<file path="config.mk">
export PLATFORM = sky130hd
export DESIGN_NAME = temp_monitor
export DESIGN_NICKNAME = d
export VERILOG_FILES = /design/src/core/temp_monitor_pkg.sv /design/src/core/temp_alarm_filter.sv /design/src/core/temp_monitor.sv
export SDC_FILE = /design/constraint.sdc
export NUM_CORES = 2
export LEC_CHECK = 0
export BUFFER_PORTS_ARGS = -buffer_cell sky130_fd_sc_hd__buf_2
export CAP_MARGIN = 25
export CORE_MARGIN = 2
export CORE_UTILIZATION = 50
export CTS_CLUSTER_DIAMETER = 50
export CTS_CLUSTER_SIZE = 8
export DETAILED_ROUTE_END_ITERATION = 10
export PLACE_DENSITY = 0.66
export REMOVE_ABC_BUFFERS = 1
export SKIP_LAST_GASP = 1
export SLEW_MARGIN = 20
export SYNTH_ARGS = -nofsm -noshare
export SYNTH_HDL_FRONTEND = slang
export SYNTH_SLANG_ARGS = --single-unit
</file>
<file path="constraint.sdc">
create_clock -name aclk -period 16 [get_ports aclk]
set_input_delay 0.8 -clock aclk [delete_from_list [all_inputs] [get_ports aclk]]
set_output_delay 0.8 -clock aclk [all_outputs]
set_load 0.01 [all_outputs]
</file>
<file path="src/core/temp_monitor_pkg.sv">
package temp_monitor_pkg;

  // ---------------------------------------------------------------
  // sizes and arithmetic
  // ---------------------------------------------------------------
  localparam int CHANNELS = 3;
  localparam int TEMP_W = 11;
  localparam int KELVIN_W = 12;
  localparam int GAIN_W = 13;
  localparam int GAIN_FRAC = 12;
  localparam int CALC_W = 16;
  localparam int PROD_W = GAIN_FRAC + CALC_W;
  localparam int OFFSET_W = 9;
  localparam int COEF_W = 2;
  localparam int AVG_FRAC = 4;
  localparam int ACC_W = 16;
  localparam int THR_W = 9;
  localparam int HYST_W = 6;
  localparam int DEPTH_W = 4;
  localparam int CNT_W = 5;
  localparam int CMP_W = 13;
  localparam int QUARTER_SHIFT = 2;
  localparam int CH_W = 2;

  // gain is 4096 / ideality: 2.0 -> 2048, 0.9 -> 4551, 1.0 -> 4096
  localparam logic [GAIN_W-1:0] GAIN_MIN = 13'h0800;
  localparam logic [GAIN_W-1:0] GAIN_MAX = 13'h11c7;
  localparam logic signed [CALC_W-1:0] ZERO_C_QUARTERS = 16'sh0445;
  localparam logic signed [CALC_W-1:0] TEMP_MAX = 16'sh03ff;
  localparam logic signed [CALC_W-1:0] TEMP_MIN = -16'sh03ff;
  localparam logic [TEMP_W-1:0] FAULT_HIGH = 11'h3ff;
  localparam logic [TEMP_W-1:0] FAULT_LOW = 11'h401;
  localparam logic signed [THR_W-1:0] THR_MIN = -9'sh040;
  localparam logic signed [THR_W-1:0] THR_MAX = 9'sh09b;
  localparam int SHIFT_COEF_8 = 3;
  localparam int SHIFT_COEF_16 = 4;

  // ---------------------------------------------------------------
  // timing
  // ---------------------------------------------------------------
  localparam int CLK_MHZ = 125;
  localparam int SLOT_TIME_US = 14200;
  localparam int SLOT_CYCLES = SLOT_TIME_US * CLK_MHZ;

  // ---------------------------------------------------------------
  // register map
  // ---------------------------------------------------------------
  localparam int ADDR_W = 8;
  localparam logic [ADDR_W-1:0] CTRL_OFS = 8'h00;
  localparam logic [ADDR_W-1:0] STATUS_OFS = 8'h04;
  localparam int CH_SHIFT = 5;
  localparam int WORD_SHIFT = 2;
  localparam logic [2:0] W_CFG = 3'h0;
  localparam logic [2:0] W_CMP_A = 3'h1;
  localparam logic [2:0] W_CMP_B = 3'h2;
  localparam logic [2:0] W_AVG_HI = 3'h3;
  localparam logic [2:0] W_AVG_LO = 3'h4;
  localparam logic [2:0] W_MEAS = 3'h5;

  localparam int EN_LSB = 0;
  localparam int FAULT_SWAP_BIT = 8;
  localparam int GAIN_LSB = 0;
  localparam int OFFSET_LSB = 16;
  localparam int COEF_LSB = 28;
  localparam int THR_LSB = 0;
  localparam int HYST_LSB = 12;
  localparam int DEPTH_LSB = 20;
  localparam int MODE_BIT = 31;
  localparam int ST_ALARM_LSB = 0;
  localparam int ST_VALID_LSB = 8;
  localparam int ST_CH_LSB = 12;
  localparam int AVG_LO_W = 3;

  localparam logic [31:0] CTRL_RESET = 32'h0000_0007;
  localparam logic [31:0] CTRL_MASK = 32'h0000_0107;
  localparam logic [31:0] CFG_RESET = 32'h0000_1000;
  localparam logic [31:0] CFG_MASK = 32'h31ff_1fff;
  localparam logic [31:0] CMP_RESET = 32'h0000_009b;
  localparam logic [31:0] CMP_MASK = 32'h80f3_f1ff;
  localparam logic [1:0] RESP_OKAY = 2'h0;
  localparam logic [1:0] RESP_SLVERR = 2'h2;

  // ---------------------------------------------------------------
  // types
  // ---------------------------------------------------------------
  typedef struct packed {
    logic [KELVIN_W-1:0] kelvin;
    logic shorted;
    logic open;
  } adc_result_t;

  typedef struct packed {
    logic under_temperature_setting;
    logic [DEPTH_W-1:0] depth_m1;
    logic [HYST_W-1:0] hyst;
    logic signed [THR_W-1:0] thr;
  } cmp_cfg_t;

  typedef enum logic [3:0] {
    SEL_NONE, SEL_CTRL, SEL_STATUS, SEL_CFG, SEL_CMP_A, SEL_CMP_B,
    SEL_AVG_HI, SEL_AVG_LO, SEL_MEAS
  } sel_kind_t;

  typedef struct packed {
    sel_kind_t kind;
    logic [CH_W-1:0] ch;
  } reg_sel_t;

  typedef enum logic {SCHED_WAIT, SCHED_CONVERT} sched_state_t;

endpackage : temp_monitor_pkg

</file>
<file path="src/core/temp_alarm_filter.sv">
`timescale 1ns/100ps
module temp_alarm_filter
  import temp_monitor_pkg::*;
(
  input wire logic aclk,
  input wire logic aresetn,
  input wire logic refresh,
  input wire logic signed [TEMP_W-1:0] temperature,
  input wire cmp_cfg_t cfg,
  output logic alarm
);

  logic raw;
  logic [CNT_W-1:0] count;
  logic next_raw;
  logic [CNT_W-1:0] next_count;
  logic next_alarm;
  logic signed [THR_W-1:0] thr;
  logic signed [CMP_W-1:0] thr_q;
  logic signed [CMP_W-1:0] hyst_q;
  logic signed [CMP_W-1:0] temp_q;
  logic [CNT_W-1:0] depth;

  always_comb begin
    thr = cfg.thr;
    if (thr < THR_MIN) begin
      thr = THR_MIN;
    end
    if (thr > THR_MAX) begin
      thr = THR_MAX;
    end
    thr_q = CMP_W'(thr) <<< QUARTER_SHIFT;
    hyst_q = signed'(CMP_W'(cfg.hyst)) <<< QUARTER_SHIFT;
    temp_q = CMP_W'(temperature);
    depth = CNT_W'(cfg.depth_m1) + CNT_W'(1);
    next_raw = raw;
    next_count = (count > depth) ? depth : count;
    next_alarm = alarm;
    if (refresh) begin
      // the hysteresis band lies below the trip point when guarding heat, above it otherwise
      if (!cfg.under_temperature_setting) begin
        next_raw = raw ? (temp_q > thr_q - hyst_q) : (temp_q > thr_q);
      end else begin
        next_raw = raw ? (temp_q > thr_q) : (temp_q > thr_q + hyst_q);
      end
      if (next_raw) begin
        if (next_count < depth) begin
          next_count = next_count + CNT_W'(1);
        end
      end else if (next_count != '0) begin
        next_count = next_count - CNT_W'(1);
      end
      if (next_count == depth) begin
        next_alarm = 1'b1;
      end else if (next_count == '0) begin
        next_alarm = 1'b0;
      end
    end
  end

  always_ff @(posedge aclk) begin
    if (!aresetn) begin
      raw <= 1'b0;
      count <= '0;
      alarm <= 1'b0;
    end else begin
      raw <= next_raw;
      count <= next_count;
      alarm <= next_alarm;
    end
  end

endmodule : temp_alarm_filter

</file>
<file path="src/core/temp_monitor.sv">
`timescale 1ns/100ps
module temp_monitor
  import temp_monitor_pkg::*;
#(
  parameter int SLOT_LEN = SLOT_CYCLES
) (
  input wire logic aclk,
  input wire logic aresetn,
  input wire logic [ADDR_W-1:0] s_axi_awaddr,
  input wire logic s_axi_awvalid,
  output logic s_axi_awready,
  input wire logic [31:0] s_axi_wdata,
  input wire logic [3:0] s_axi_wstrb,
  input wire logic s_axi_wvalid,
  output logic s_axi_wready,
  output logic [1:0] s_axi_bresp,
  output logic s_axi_bvalid,
  input wire logic s_axi_bready,
  input wire logic [ADDR_W-1:0] s_axi_araddr,
  input wire logic s_axi_arvalid,
  output logic s_axi_arready,
  output logic [31:0] s_axi_rdata,
  output logic [1:0] s_axi_rresp,
  output logic s_axi_rvalid,
  input wire logic s_axi_rready,
  output logic conv_start,
  output logic [CH_W-1:0] conv_channel,
  input wire logic conv_done,
  input wire adc_result_t conv_result,
  output logic [CHANNELS-1:0] temp_alarm_a,
  output logic [CHANNELS-1:0] temp_alarm_b
);

  // ---------------------------------------------------------------
  // helpers
  // ---------------------------------------------------------------
  function automatic reg_sel_t decode(input logic [ADDR_W-1:0] a);
    reg_sel_t d;
    logic [CH_W-1:0] blk;
    logic [2:0] word;
    d.kind = SEL_NONE;
    d.ch = '0;
    blk = CH_W'(a >> CH_SHIFT);
    word = 3'(a >> WORD_SHIFT);
    if (a == CTRL_OFS) begin
      d.kind = SEL_CTRL;
    end else if (a == STATUS_OFS) begin
      d.kind = SEL_STATUS;
    end else if (blk != '0 && a[WORD_SHIFT-1:0] == '0) begin
      d.ch = blk - CH_W'(1);
      unique case (word)
        W_CFG: d.kind = SEL_CFG;
        W_CMP_A: d.kind = SEL_CMP_A;
        W_CMP_B: d.kind = SEL_CMP_B;
        W_AVG_HI: d.kind = SEL_AVG_HI;
        W_AVG_LO: d.kind = SEL_AVG_LO;
        W_MEAS: d.kind = SEL_MEAS;
        default: d.kind = SEL_NONE;
      endcase
    end
    return d;
  endfunction : decode

  function automatic logic [31:0] merge(input logic [31:0] old, input logic [31:0] data,
                                        input logic [3:0] strb, input logic [31:0] mask);
    logic [31:0] r;
    r = old;
    for (int b = 0; b < 4; b++) begin
      if (strb[b]) begin
        r[b*8 +: 8] = data[b*8 +: 8];
      end
    end
    return r & mask;
  endfunction : merge

  function automatic cmp_cfg_t unpack_cmp(input logic [31:0] w);
    cmp_cfg_t c;
    c.under_temperature_setting = w[MODE_BIT];
    c.depth_m1 = w[DEPTH_LSB +: DEPTH_W];
    c.hyst = w[HYST_LSB +: HYST_W];
    c.thr = w[THR_LSB +: THR_W];
    return c;
  endfunction : unpack_cmp

  // ---------------------------------------------------------------
  // state
  // ---------------------------------------------------------------
  logic aw_got;
  logic [ADDR_W-1:0] aw_addr;
  logic w_got;
  logic [31:0] w_data;
  logic [3:0] w_strb;
  logic [31:0] ctrl;
  logic [31:0] cfg_word [CHANNELS];
  logic [31:0] cmpa_word [CHANNELS];
  logic [31:0] cmpb_word [CHANNELS];
  logic next_aw_got;
  logic [ADDR_W-1:0] next_aw_addr;
  logic next_w_got;
  logic [31:0] next_w_data;
  logic [3:0] next_w_strb;
  logic next_bvalid;
  logic [1:0] next_bresp;
  logic next_rvalid;
  logic [31:0] next_rdata;
  logic [1:0] next_rresp;
  logic [31:0] next_ctrl;
  logic [31:0] next_cfg_word [CHANNELS];
  logic [31:0] next_cmpa_word [CHANNELS];
  logic [31:0] next_cmpb_word [CHANNELS];

  sched_state_t state;
  sched_state_t next_state;
  logic [31:0] slot_cnt;
  logic [31:0] next_slot_cnt;
  logic next_conv_start;
  logic [CH_W-1:0] next_conv_channel;

  logic signed [TEMP_W-1:0] meas [CHANNELS];
  logic signed [ACC_W-1:0] acc [CHANNELS];
  logic [CHANNELS-1:0] avg_valid;
  logic [CHANNELS-1:0] refresh;
  logic signed [TEMP_W-1:0] next_meas [CHANNELS];
  logic signed [ACC_W-1:0] next_acc [CHANNELS];
  logic [CHANNELS-1:0] next_avg_valid;
  logic [CHANNELS-1:0] next_refresh;

  reg_sel_t wsel;
  reg_sel_t rsel;
  logic [CHANNELS-1:0] ch_en;

  assign ch_en = ctrl[EN_LSB +: CHANNELS];
  assign s_axi_awready = !aw_got && !s_axi_bvalid;
  assign s_axi_wready = !w_got && !s_axi_bvalid;
  assign s_axi_arready = !s_axi_rvalid;

  // ---------------------------------------------------------------
  // register slave
  // ---------------------------------------------------------------
  always_comb begin
    next_aw_got = aw_got;
    next_aw_addr = aw_addr;
    next_w_got = w_got;
    next_w_data = w_data;
    next_w_strb = w_strb;
    next_bvalid = s_axi_bvalid && !s_axi_bready;
    next_bresp = s_axi_bresp;
    next_rvalid = s_axi_rvalid && !s_axi_rready;
    next_rdata = s_axi_rdata;
    next_rresp = s_axi_rresp;
    next_ctrl = ctrl;
    next_cfg_word = cfg_word;
    next_cmpa_word = cmpa_word;
    next_cmpb_word = cmpb_word;
    wsel = decode(aw_addr);
    rsel = decode(s_axi_araddr);
    if (s_axi_awvalid && s_axi_awready) begin
      next_aw_got = 1'b1;
      next_aw_addr = s_axi_awaddr;
    end
    if (s_axi_wvalid && s_axi_wready) begin
      next_w_got = 1'b1;
      next_w_data = s_axi_wdata;
      next_w_strb = s_axi_wstrb;
    end
    if (aw_got && w_got) begin
      next_aw_got = 1'b0;
      next_w_got = 1'b0;
      next_bvalid = 1'b1;
      next_bresp = RESP_OKAY;
      unique case (wsel.kind)
        SEL_CTRL: next_ctrl = merge(ctrl, w_data, w_strb, CTRL_MASK);
        SEL_CFG: next_cfg_word[wsel.ch] = merge(cfg_word[wsel.ch], w_data, w_strb, CFG_MASK);
        SEL_CMP_A: next_cmpa_word[wsel.ch] = merge(cmpa_word[wsel.ch], w_data, w_strb, CMP_MASK);
        SEL_CMP_B: next_cmpb_word[wsel.ch] = merge(cmpb_word[wsel.ch], w_data, w_strb, CMP_MASK);
        SEL_STATUS, SEL_AVG_HI, SEL_AVG_LO, SEL_MEAS: next_bresp = RESP_OKAY;
        SEL_NONE: next_bresp = RESP_SLVERR;
      endcase
    end
    if (s_axi_arvalid && s_axi_arready) begin
      next_rvalid = 1'b1;
      next_rresp = RESP_OKAY;
      next_rdata = '0;
      unique case (rsel.kind)
        SEL_CTRL: next_rdata = ctrl;
        SEL_STATUS: begin
          next_rdata[ST_ALARM_LSB +: 2*CHANNELS] = {temp_alarm_b, temp_alarm_a};
          next_rdata[ST_VALID_LSB +: CHANNELS] = avg_valid;
          next_rdata[ST_CH_LSB +: CH_W] = conv_channel;
        end
        SEL_CFG: next_rdata = cfg_word[rsel.ch];
        SEL_CMP_A: next_rdata = cmpa_word[rsel.ch];
        SEL_CMP_B: next_rdata = cmpb_word[rsel.ch];
        // averaged value split in a pair: upper eight bits, then low three
        SEL_AVG_HI: next_rdata[TEMP_W-AVG_LO_W-1:0] =
          (TEMP_W-AVG_LO_W)'((acc[rsel.ch] >>> AVG_FRAC) >> AVG_LO_W);
        SEL_AVG_LO: next_rdata[AVG_LO_W-1:0] = AVG_LO_W'(acc[rsel.ch] >>> AVG_FRAC);
        SEL_MEAS: next_rdata[TEMP_W-1:0] = meas[rsel.ch];
        SEL_NONE: next_rresp = RESP_SLVERR;
      endcase
    end
  end

  always_ff @(posedge aclk) begin
    if (!aresetn) begin
      aw_got <= 1'b0;
      aw_addr <= '0;
      w_got <= 1'b0;
      w_data <= '0;
      w_strb <= '0;
      s_axi_bvalid <= 1'b0;
      s_axi_bresp <= RESP_OKAY;
      s_axi_rvalid <= 1'b0;
      s_axi_rdata <= '0;
      s_axi_rresp <= RESP_OKAY;
      ctrl <= CTRL_RESET;
      for (int i = 0; i < CHANNELS; i++) begin
        cfg_word[i] <= CFG_RESET;
        cmpa_word[i] <= CMP_RESET;
        cmpb_word[i] <= CMP_RESET;
      end
    end else begin
      aw_got <= next_aw_got;
      aw_addr <= next_aw_addr;
      w_got <= next_w_got;
      w_data <= next_w_data;
      w_strb <= next_w_strb;
      s_axi_bvalid <= next_bvalid;
      s_axi_bresp <= next_bresp;
      s_axi_rvalid <= next_rvalid;
      s_axi_rdata <= next_rdata;
      s_axi_rresp <= next_rresp;
      ctrl <= next_ctrl;
      cfg_word <= next_cfg_word;
      cmpa_word <= next_cmpa_word;
      cmpb_word <= next_cmpb_word;
    end
  end

  // ---------------------------------------------------------------
  // round-robin conversion scheduler
  // ---------------------------------------------------------------
  always_comb begin
    logic [CH_W-1:0] pick;
    logic found;
    pick = conv_channel;
    found = 1'b0;
    next_state = state;
    next_slot_cnt = (slot_cnt == '0) ? 32'(SLOT_LEN - 1) : slot_cnt - 32'h1;
    next_conv_start = 1'b0;
    next_conv_channel = conv_channel;
    for (int i = 1; i <= CHANNELS; i++) begin
      if (!found && ch_en[(int'(conv_channel) + i) % CHANNELS]) begin
        found = 1'b1;
        pick = CH_W'((int'(conv_channel) + i) % CHANNELS);
      end
    end
    unique case (state)
      SCHED_WAIT: begin
        // one slot per enabled channel, so refresh and settling stretch with channel count
        if (slot_cnt == '0 && found) begin
          next_conv_start = 1'b1;
          next_conv_channel = pick;
          next_state = SCHED_CONVERT;
        end
      end
      SCHED_CONVERT: begin
        if (conv_done) begin
          next_state = SCHED_WAIT;
        end
      end
    endcase
  end

  always_ff @(posedge aclk) begin
    if (!aresetn) begin
      state <= SCHED_WAIT;
      slot_cnt <= '0;
      conv_start <= 1'b0;
      conv_channel <= CH_W'(CHANNELS - 1);
    end else begin
      state <= next_state;
      slot_cnt <= next_slot_cnt;
      conv_start <= next_conv_start;
      conv_channel <= next_conv_channel;
    end
  end

  // ---------------------------------------------------------------
  // conversion and averaging
  // ---------------------------------------------------------------
  always_comb begin
    logic [GAIN_W-1:0] gain;
    logic [PROD_W-1:0] prod;
    logic signed [CALC_W-1:0] celsius;
    logic signed [TEMP_W-1:0] sample;
    logic signed [ACC_W-1:0] diff;
    logic [COEF_W-1:0] coef;
    int sh;
    gain = cfg_word[conv_channel][GAIN_LSB +: GAIN_W];
    if (gain < GAIN_MIN) begin
      gain = GAIN_MIN;
    end
    if (gain > GAIN_MAX) begin
      gain = GAIN_MAX;
    end
    prod = PROD_W'(conv_result.kelvin) * PROD_W'(gain);
    celsius = signed'(CALC_W'(prod >> GAIN_FRAC)) - ZERO_C_QUARTERS
      + CALC_W'(signed'(cfg_word[conv_channel][OFFSET_LSB +: OFFSET_W]));
    if (celsius > TEMP_MAX) begin
      celsius = TEMP_MAX;
    end
    if (celsius < TEMP_MIN) begin
      celsius = TEMP_MIN;
    end
    sample = TEMP_W'(celsius);
    // with the swap bit the short and open codes trade places
    if (conv_result.shorted) begin
      sample = ctrl[FAULT_SWAP_BIT] ? FAULT_HIGH : FAULT_LOW;
    end else if (conv_result.open) begin
      sample = ctrl[FAULT_SWAP_BIT] ? FAULT_LOW : FAULT_HIGH;
    end
    coef = cfg_word[conv_channel][COEF_LSB +: COEF_W];
    sh = (coef == '0) ? 0 : (coef == COEF_W'(1)) ? SHIFT_COEF_8 : SHIFT_COEF_16;
    diff = (ACC_W'(sample) <<< AVG_FRAC) - acc[conv_channel];
    next_meas = meas;
    next_acc = acc;
    next_avg_valid = avg_valid;
    next_refresh = '0;
    if (state == SCHED_CONVERT && conv_done) begin
      next_meas[conv_channel] = sample;
      next_refresh[conv_channel] = 1'b1;
      next_avg_valid[conv_channel] = 1'b1;
      if (!avg_valid[conv_channel]) begin
        next_acc[conv_channel] = ACC_W'(sample) <<< AVG_FRAC;
      end else begin
        // fractional bits kept so coefficient 16 still creeps toward small steps
        next_acc[conv_channel] = acc[conv_channel] + (diff >>> sh);
      end
    end
  end

  always_ff @(posedge aclk) begin
    if (!aresetn) begin
      avg_valid <= '0;
      refresh <= '0;
      for (int i = 0; i < CHANNELS; i++) begin
        meas[i] <= '0;
        acc[i] <= '0;
      end
    end else begin
      meas <= next_meas;
      acc <= next_acc;
      avg_valid <= next_avg_valid;
      refresh <= next_refresh;
    end
  end

  // ---------------------------------------------------------------
  // trip comparators and alarm filters
  // ---------------------------------------------------------------
  for (genvar c = 0; c < CHANNELS; c++) begin : g_chan
    temp_alarm_filter u_cmp_a (
      .aclk(aclk),
      .aresetn(aresetn),
      .refresh(refresh[c]),
      .temperature(meas[c]),
      .cfg(unpack_cmp(cmpa_word[c])),
      .alarm(temp_alarm_a[c])
    );
    temp_alarm_filter u_cmp_b (
      .aclk(aclk),
      .aresetn(aresetn),
      .refresh(refresh[c]),
      .temperature(meas[c]),
      .cfg(unpack_cmp(cmpb_word[c])),
      .alarm(temp_alarm_b[c])
    );
  end

endmodule : temp_monitor

</file>
* Word-level counts from Yosys, hierarchy flattened
Cells that the tools add are included.
** Operators by class
- Eq/ne operators :: 31
- Order comparisons :: 56
- Shifts and indexed selects :: 1
- Divide/modulo/power cells :: 3
- Mux-type cells :: 219
- $mul :: 1
- Bitwise operators :: 6
- Add/sub/neg operators :: 40
- Reductions and logical operators :: 72
** Operator list (count)
- $bmux W32 S2 :: 7
- $mux W32 :: 11
- $bwmux W96 :: 3
- $mux W8 :: 30
- $mux W5 :: 39
- $gt A11 B12 Y1 :: 12
- $mux W30 :: 4
- $mux W9 :: 12
- $bwmux W48 :: 2
- $lt A32 B4 Y1 const B :: 3
- $mod A32 B3 Y32 const B :: 3
- $mux W11 :: 8
- $add A11 B9 Y12 :: 6
- $sub A11 B9 Y12 :: 6
- $gt A11 B11 Y1 :: 6
- $bmux W16 S2 :: 2
- $demux W32 S2 :: 1
- $mux W16 :: 4
- $gt A9 B9 Y1 const B :: 6
- $lt A9 B7 Y1 const B :: 6
- $pmux W18 S3 :: 1
- $mux W1 :: 51
- $mux W48 :: 1
- $pmux W4 S6 :: 2
- other kinds (69) :: 203
** Storage, ports and cells
- Bits in registers :: 541
- Logic and storage cells :: 481
- Output and inout bits :: 50
- Input bits :: 74

* Depth between registers and ports, before layout
- Word-level depth :: 22
- Mapped depth :: 68
- Gate-level depth less buffers :: 63

* Cells and area by module
A second synthesis with hierarchy kept.
** Unflattened totals
- Cells, all modules :: 5492
- Area total of the unflattened synthesis :: 41906.4 um^2
** Modules (own cells, without submodules)
- temp_monitor :: sequential area each 7867.5 um^2, area an instance 26771.9 um^2, times used 1, cells an instance 3530
- temp_alarm_filter :: sequential area each 140.1 um^2, area an instance 2522.4 um^2, times used 6, cells an instance 327

* Least setup slack after synthesis
No wires, ideal clock.
- Path type :: register to register
- Start point :: register conv_channel[0]
- End point :: register acc[15] (netlist bit)
- Cell stages (with the launch flop) :: 63
- Library setup time :: 0.133 ns
- Period minus slack after synthesis :: 13.747 ns
- Path slack :: 2.253 ns
- Required time :: 15.867 ns
- Arrival time :: 13.615 ns
- Path buffers :: 4
- Path through :: dfxtp_1 -> buf_2 -> buf_4 -> mux2_2 -> a22oi_1 -> a311oi_1 -> and3_1 -> o21ai_1 -> nand2_1 -> nor2_1 -> clkbuf_1 -> nand2_1 -> fa_1 -> fa_1 -> inv_1 -> fa_1 -> fa_1 -> inv_1 -> (+27 left out) -> a31o_2 -> a31oi_1 -> o31ai_1 -> a311o_1 -> o221ai_2 -> a2111oi_2 -> nor3_1 -> a311oi_1 -> ha_1 -> or3_1 -> a211oi_1 -> o41a_1 -> o21ai_0 -> and3_1 -> a211o_1 -> a211oi_1 -> xnor2_1 -> a21oi_1
** On the way
- Longest elaborated chain between the ends :: 22
- Elaborated cells on any way between the ends :: 37
- Classes of those cells :: add/sub: 4; mul: 1; order compare: 6; eq/ne: 1; shift: 1; mux: 21; bitwise: 1; reduce/logical: 2
** Ends and longest elaborated chain
- start, declared :: line temp_monitor.sv:27 : output logic [CH_W-1:0] conv_channel,
- start signal, assigned :: line temp_monitor.sv:280 : conv_channel <= CH_W'(CHANNELS - 1);
- start signal, assigned :: line temp_monitor.sv:285 : conv_channel <= next_conv_channel;
- $not A2 Y3 (implied by the code)
- $bmux W32 S2 :: line temp_monitor.sv:300, temp_monitor.sv:309, temp_monitor.sv:323
- $mux W30 (implied by the code) (2 in series) :: line temp_monitor.sv:323 : coef = cfg_word[conv_channel][COEF_LSB +: COEF_W];
- $lt A13 B12 Y1 :: line temp_monitor.sv:301 : if (gain < GAIN_MIN) begin
- $mux W13 :: line temp_monitor.sv:301
- $gt A13 B13 Y1 :: line temp_monitor.sv:304 : if (gain > GAIN_MAX) begin
- $mux W13 :: line temp_monitor.sv:304
- $mul A12 B13 Y25 :: line temp_monitor.sv:307 : prod = PROD_W'(conv_result.kelvin) * PROD_W'(gain);
- (+5 left out)
- $mux W11 :: line temp_monitor.sv:313 : if (celsius < TEMP_MIN) begin
- $mux W11 :: line temp_monitor.sv:320 : end else if (conv_result.open) begin
- $mux W11 :: line temp_monitor.sv:318 : if (conv_result.shorted) begin
- $sub A15 B16 Y16 :: line temp_monitor.sv:325 : diff = (ACC_W'(sample) <<< AVG_FRAC) - acc[conv_channel];
- $sshr A16 B3 Y16 :: line temp_monitor.sv:338 : next_acc[conv_channel] = acc[conv_channel] + (diff >>> sh);
- $add A16 B16 Y16 :: line temp_monitor.sv:338
- $bwmux W48 :: line temp_monitor.sv:338
- $mux W48 * :: line temp_monitor.sv:334 : if (!avg_valid[conv_channel]) begin
- end signal, assigned :: line temp_monitor.sv:353 : acc <= next_acc;
- end, declared :: line temp_monitor.sv:120 : logic signed [ACC_W-1:0] acc [CHANNELS];
Mark *: on every way between the ends. The rest lies on a longest branch, timed or not. The select of a mux whose other input is x is not followed.
A chain may end at the register's enable or synchronous reset.

* Final worst setup path
- Start point :: register conv_channel[0]
- End point :: register acc[47] (netlist bit)
The elaborated chain is that of the path after synthesis.

==> flow_metrics.tcl <==
set metrics [dict create \
    status "completed" \
    mostFrequentLayoutCell "nand2_1" \
    seqPwrFrac 0.222 \
    cts_buffers 80 \
    p_sw_frac 0.423 \
    final_layout_size_suffix_gt1_frac 0.0825 \
    ant_nets 0 \
    finalSetupViolCount 0 \
    max_freq_mhz 65.9 \
    dp_hpwl_um 106000 \
    row_count 104 \
    yosysTopAreaCell "dfxtp_1" \
    clkPwrFrac 0.293 \
    dieArea_um2 84000 \
    area_delta_synth_final_pct 9.87 \
    cts.path.max_buffers 3 \
    min_period_ps 15170 \
    syn_area_um2 40800 \
    maxCapViolations 0 \
    cp_slowest_cell "fa_1" \
    wl_um 145000 \
    post_drt_wl_per_cell_um 22.3 \
    fillers 7774 \
    grtUsageTotal 0.340 \
    whs_ps 364 \
    final_nets 6058 \
    num_io_pins 124 \
    required_ps 16500 \
    path_delay_family "compound AO/OA/AOI/OAI gates" \
    drt_iter0_markers 4517 \
    clockRootBuffer "clkbuf_16" \
    cts_sinks 435 \
    p_int_w 0.00322 \
    async_reset_ff_frac 0 \
    crit_arrival_ps 15660 \
    htreeDepth 3 \
    drc_errors 0 \
    ys_types 107 \
    synth_cells 5459 \
    tightest_slew_ps 1240 \
    hold_class "in2reg" \
    grt_max_degree 119 \
    worstSkewPairLatency_ps 650 \
    grt_pass1_vias 37300 \
    die_x_um 290 \
    cts_tree "yes" \
    synth_area_per_cell_um2 7.48 \
    ir_worst_vdd_v 0.000109 \
    rsz0062_at_grt "no" \
    port-buffer-count 113 \
    fp.dieH_um 290 \
    final_cell_mix "nand2_1 (937), a21oi_1 (491), ha_1 (437)" \
    drv_slew 0 \
    crit_buf_inv 8 \
    power.switching_w 0.00236 \
    drt_pass1_iterations 7 \
    routabilityCongestion 1.02 \
    ys_seq_area_frac 0.213 \
    timing.final.crit_share 0.948 \
    yosysWarnings 0 \
    combPwrFrac 0.484 \
    power_density_nw_per_um2 124 \
    ctsHoldBuffers 0 \
    fin_skew_ps 31.6 \
    synthFlopType "dfxtp_1" \
    grt_overflow_total 0 \
    hold_viol 0 \
    startpoint_type "flop" \
    path_clk_slew_ps 50 \
    fin_setup_tns_ps 0 \
    num_vias 40500 \
    worst_path_largest_cell_delay_ps 540 \
    synthTopCellsByArea "dfxtp_1 (21%), ha_1 (13%), nand2_1 (8.6%)" \
    synth_seq_cells 435 \
    cp_max_fo 14 \
    end_kind "flop" \
    initial_core_util 0.506 \
    p_leak_nw 18.7 \
    coreArea_um2 80700 \
    synth_top_area_share 0.213 \
    antenna_found_initial 7 \
    grt_first_pass_wirelength_um 221000 \
    synth-edff-count 0 \
    worstSetupPathType "reg2reg" \
    via_per_inst 6.21 \
    slew_headroom 0.174 \
]
[per-stage QoR]
step           cell area [µm²]  power [W]  utilization  cells  worst slack [ps]
2_1_floorplan            39600    0.00322            -   5143              -611
3_3_place_gp             42100    0.00384        0.521   6383               667
3_5_place_dp             42100    0.00387        0.522   6384               461
4_1_cts                  44600    0.00551        0.553   6510               408
5_1_grt                  44900    0.00593        0.556   6527              9.92
6_report                 44900    0.00559        0.556   6528               832
[sequential cells by signal, summed over array words and instances, names as in the netlist, 4 cells and up]
signal                flops
cfg_word                 72
cmpa_word                60
cmpb_word                60
acc                      48
meas                     33
slot_cnt                 32
s_axi_rdata              28
w_data                   28
g_chan.u_cmp_a.count     15
g_chan.u_cmp_b.count     15
aw_addr                   8
ctrl                      4
w_strb                    4
[final cells by class]
cell class                      instances  area (µm²)  area share
Clock inverter                         29         339     0.00756
Sequential cell                       435        8720       0.194
Clock buffer                           97        2170      0.0483
Inverter                              401        1520      0.0338
Antenna cell                            1        2.50   0.0000558
Timing Repair Buffer                  197        1260      0.0280
Multi-Input combinational cell       4308       29500       0.658
Tap cell                             1060        1330      0.0296
[cell usage after synthesis, types with 31 or more instances]
cell type	n
nand2_1	939
a21oi_1	492
ha_1	438
dfxtp_1	435
nor2_1	401
inv_1	396
clkbuf_1	275
o21ai_0	220
xnor2_1	149
fa_1	123
nand3_1	108
mux2i_1	96
nor3_1	94
a211oi_1	91
o21a_1	82
nor2b_1	79
and2_1	77
a221oi_1	67
a22oi_1	66
and3_1	55
nand4_1	50
o211ai_1	50
a21o_1	46
xor2_1	46
nand2b_1	44
a31oi_1	33
mux2_2	31
[per-layer routing]
| metal | GRT usage | share of wire | vias to the layer above |
|---|---|---|---|
| li1 | - | - | 19000 |
| met1 | 0.468 | 0.42 | 19000 |
| met2 | 0.498 | 0.41 | 2057 |
| met3 | 0.0821 | 0.11 | 421 |
| met4 | 0.160 | 0.054 | 6 |
| met5 | 0 | 0.00026 | - |
[repair_timing]
item                                    CTS  global route
gates resized for setup                   0            18
setup buffers                             0            11
endpoints found under the setup margin    0            18
[worst paths after layout]
check,startpoint,end,slack (ps),cells after the start
worst max-delay path,conv_channel[0]$_SDFFE_PN0P_,acc[47]$_SDFFE_PN0P_,830,61
worst min-delay path,s_axi_rready,s_axi_rvalid$_SDFF_PN0_,360,2
worst max register to register,conv_channel[0]$_SDFFE_PN0P_,acc[47]$_SDFFE_PN0P_,830,61
worst min register to register,w_data[18]$_SDFFE_PN0P_,w_data[18]$_SDFFE_PN0P_,450,2
[power by group through the flow]
stage,logic [W],registers (W),clock network [W]
after floorplan,0.00198,0.00124,0
after global placement,0.00258,0.00126,0
after detailed placement,0.00261,0.00126,0
after CTS,0.00263,0.00124,0.00165
after global routing,0.00299,0.00125,0.00169
final,0.00271,0.00124,0.00164
[kinds of logic after synthesis]
group           share of synthesized area
fa+ha+maj                           0.195
other cells                     0.0000918
buf+inv                            0.0682
mux                                0.0324
xor+xnor                           0.0422
compound gates                      0.232
simple gates                        0.217
flops                               0.213
Power figures use the tool's default switching activity.
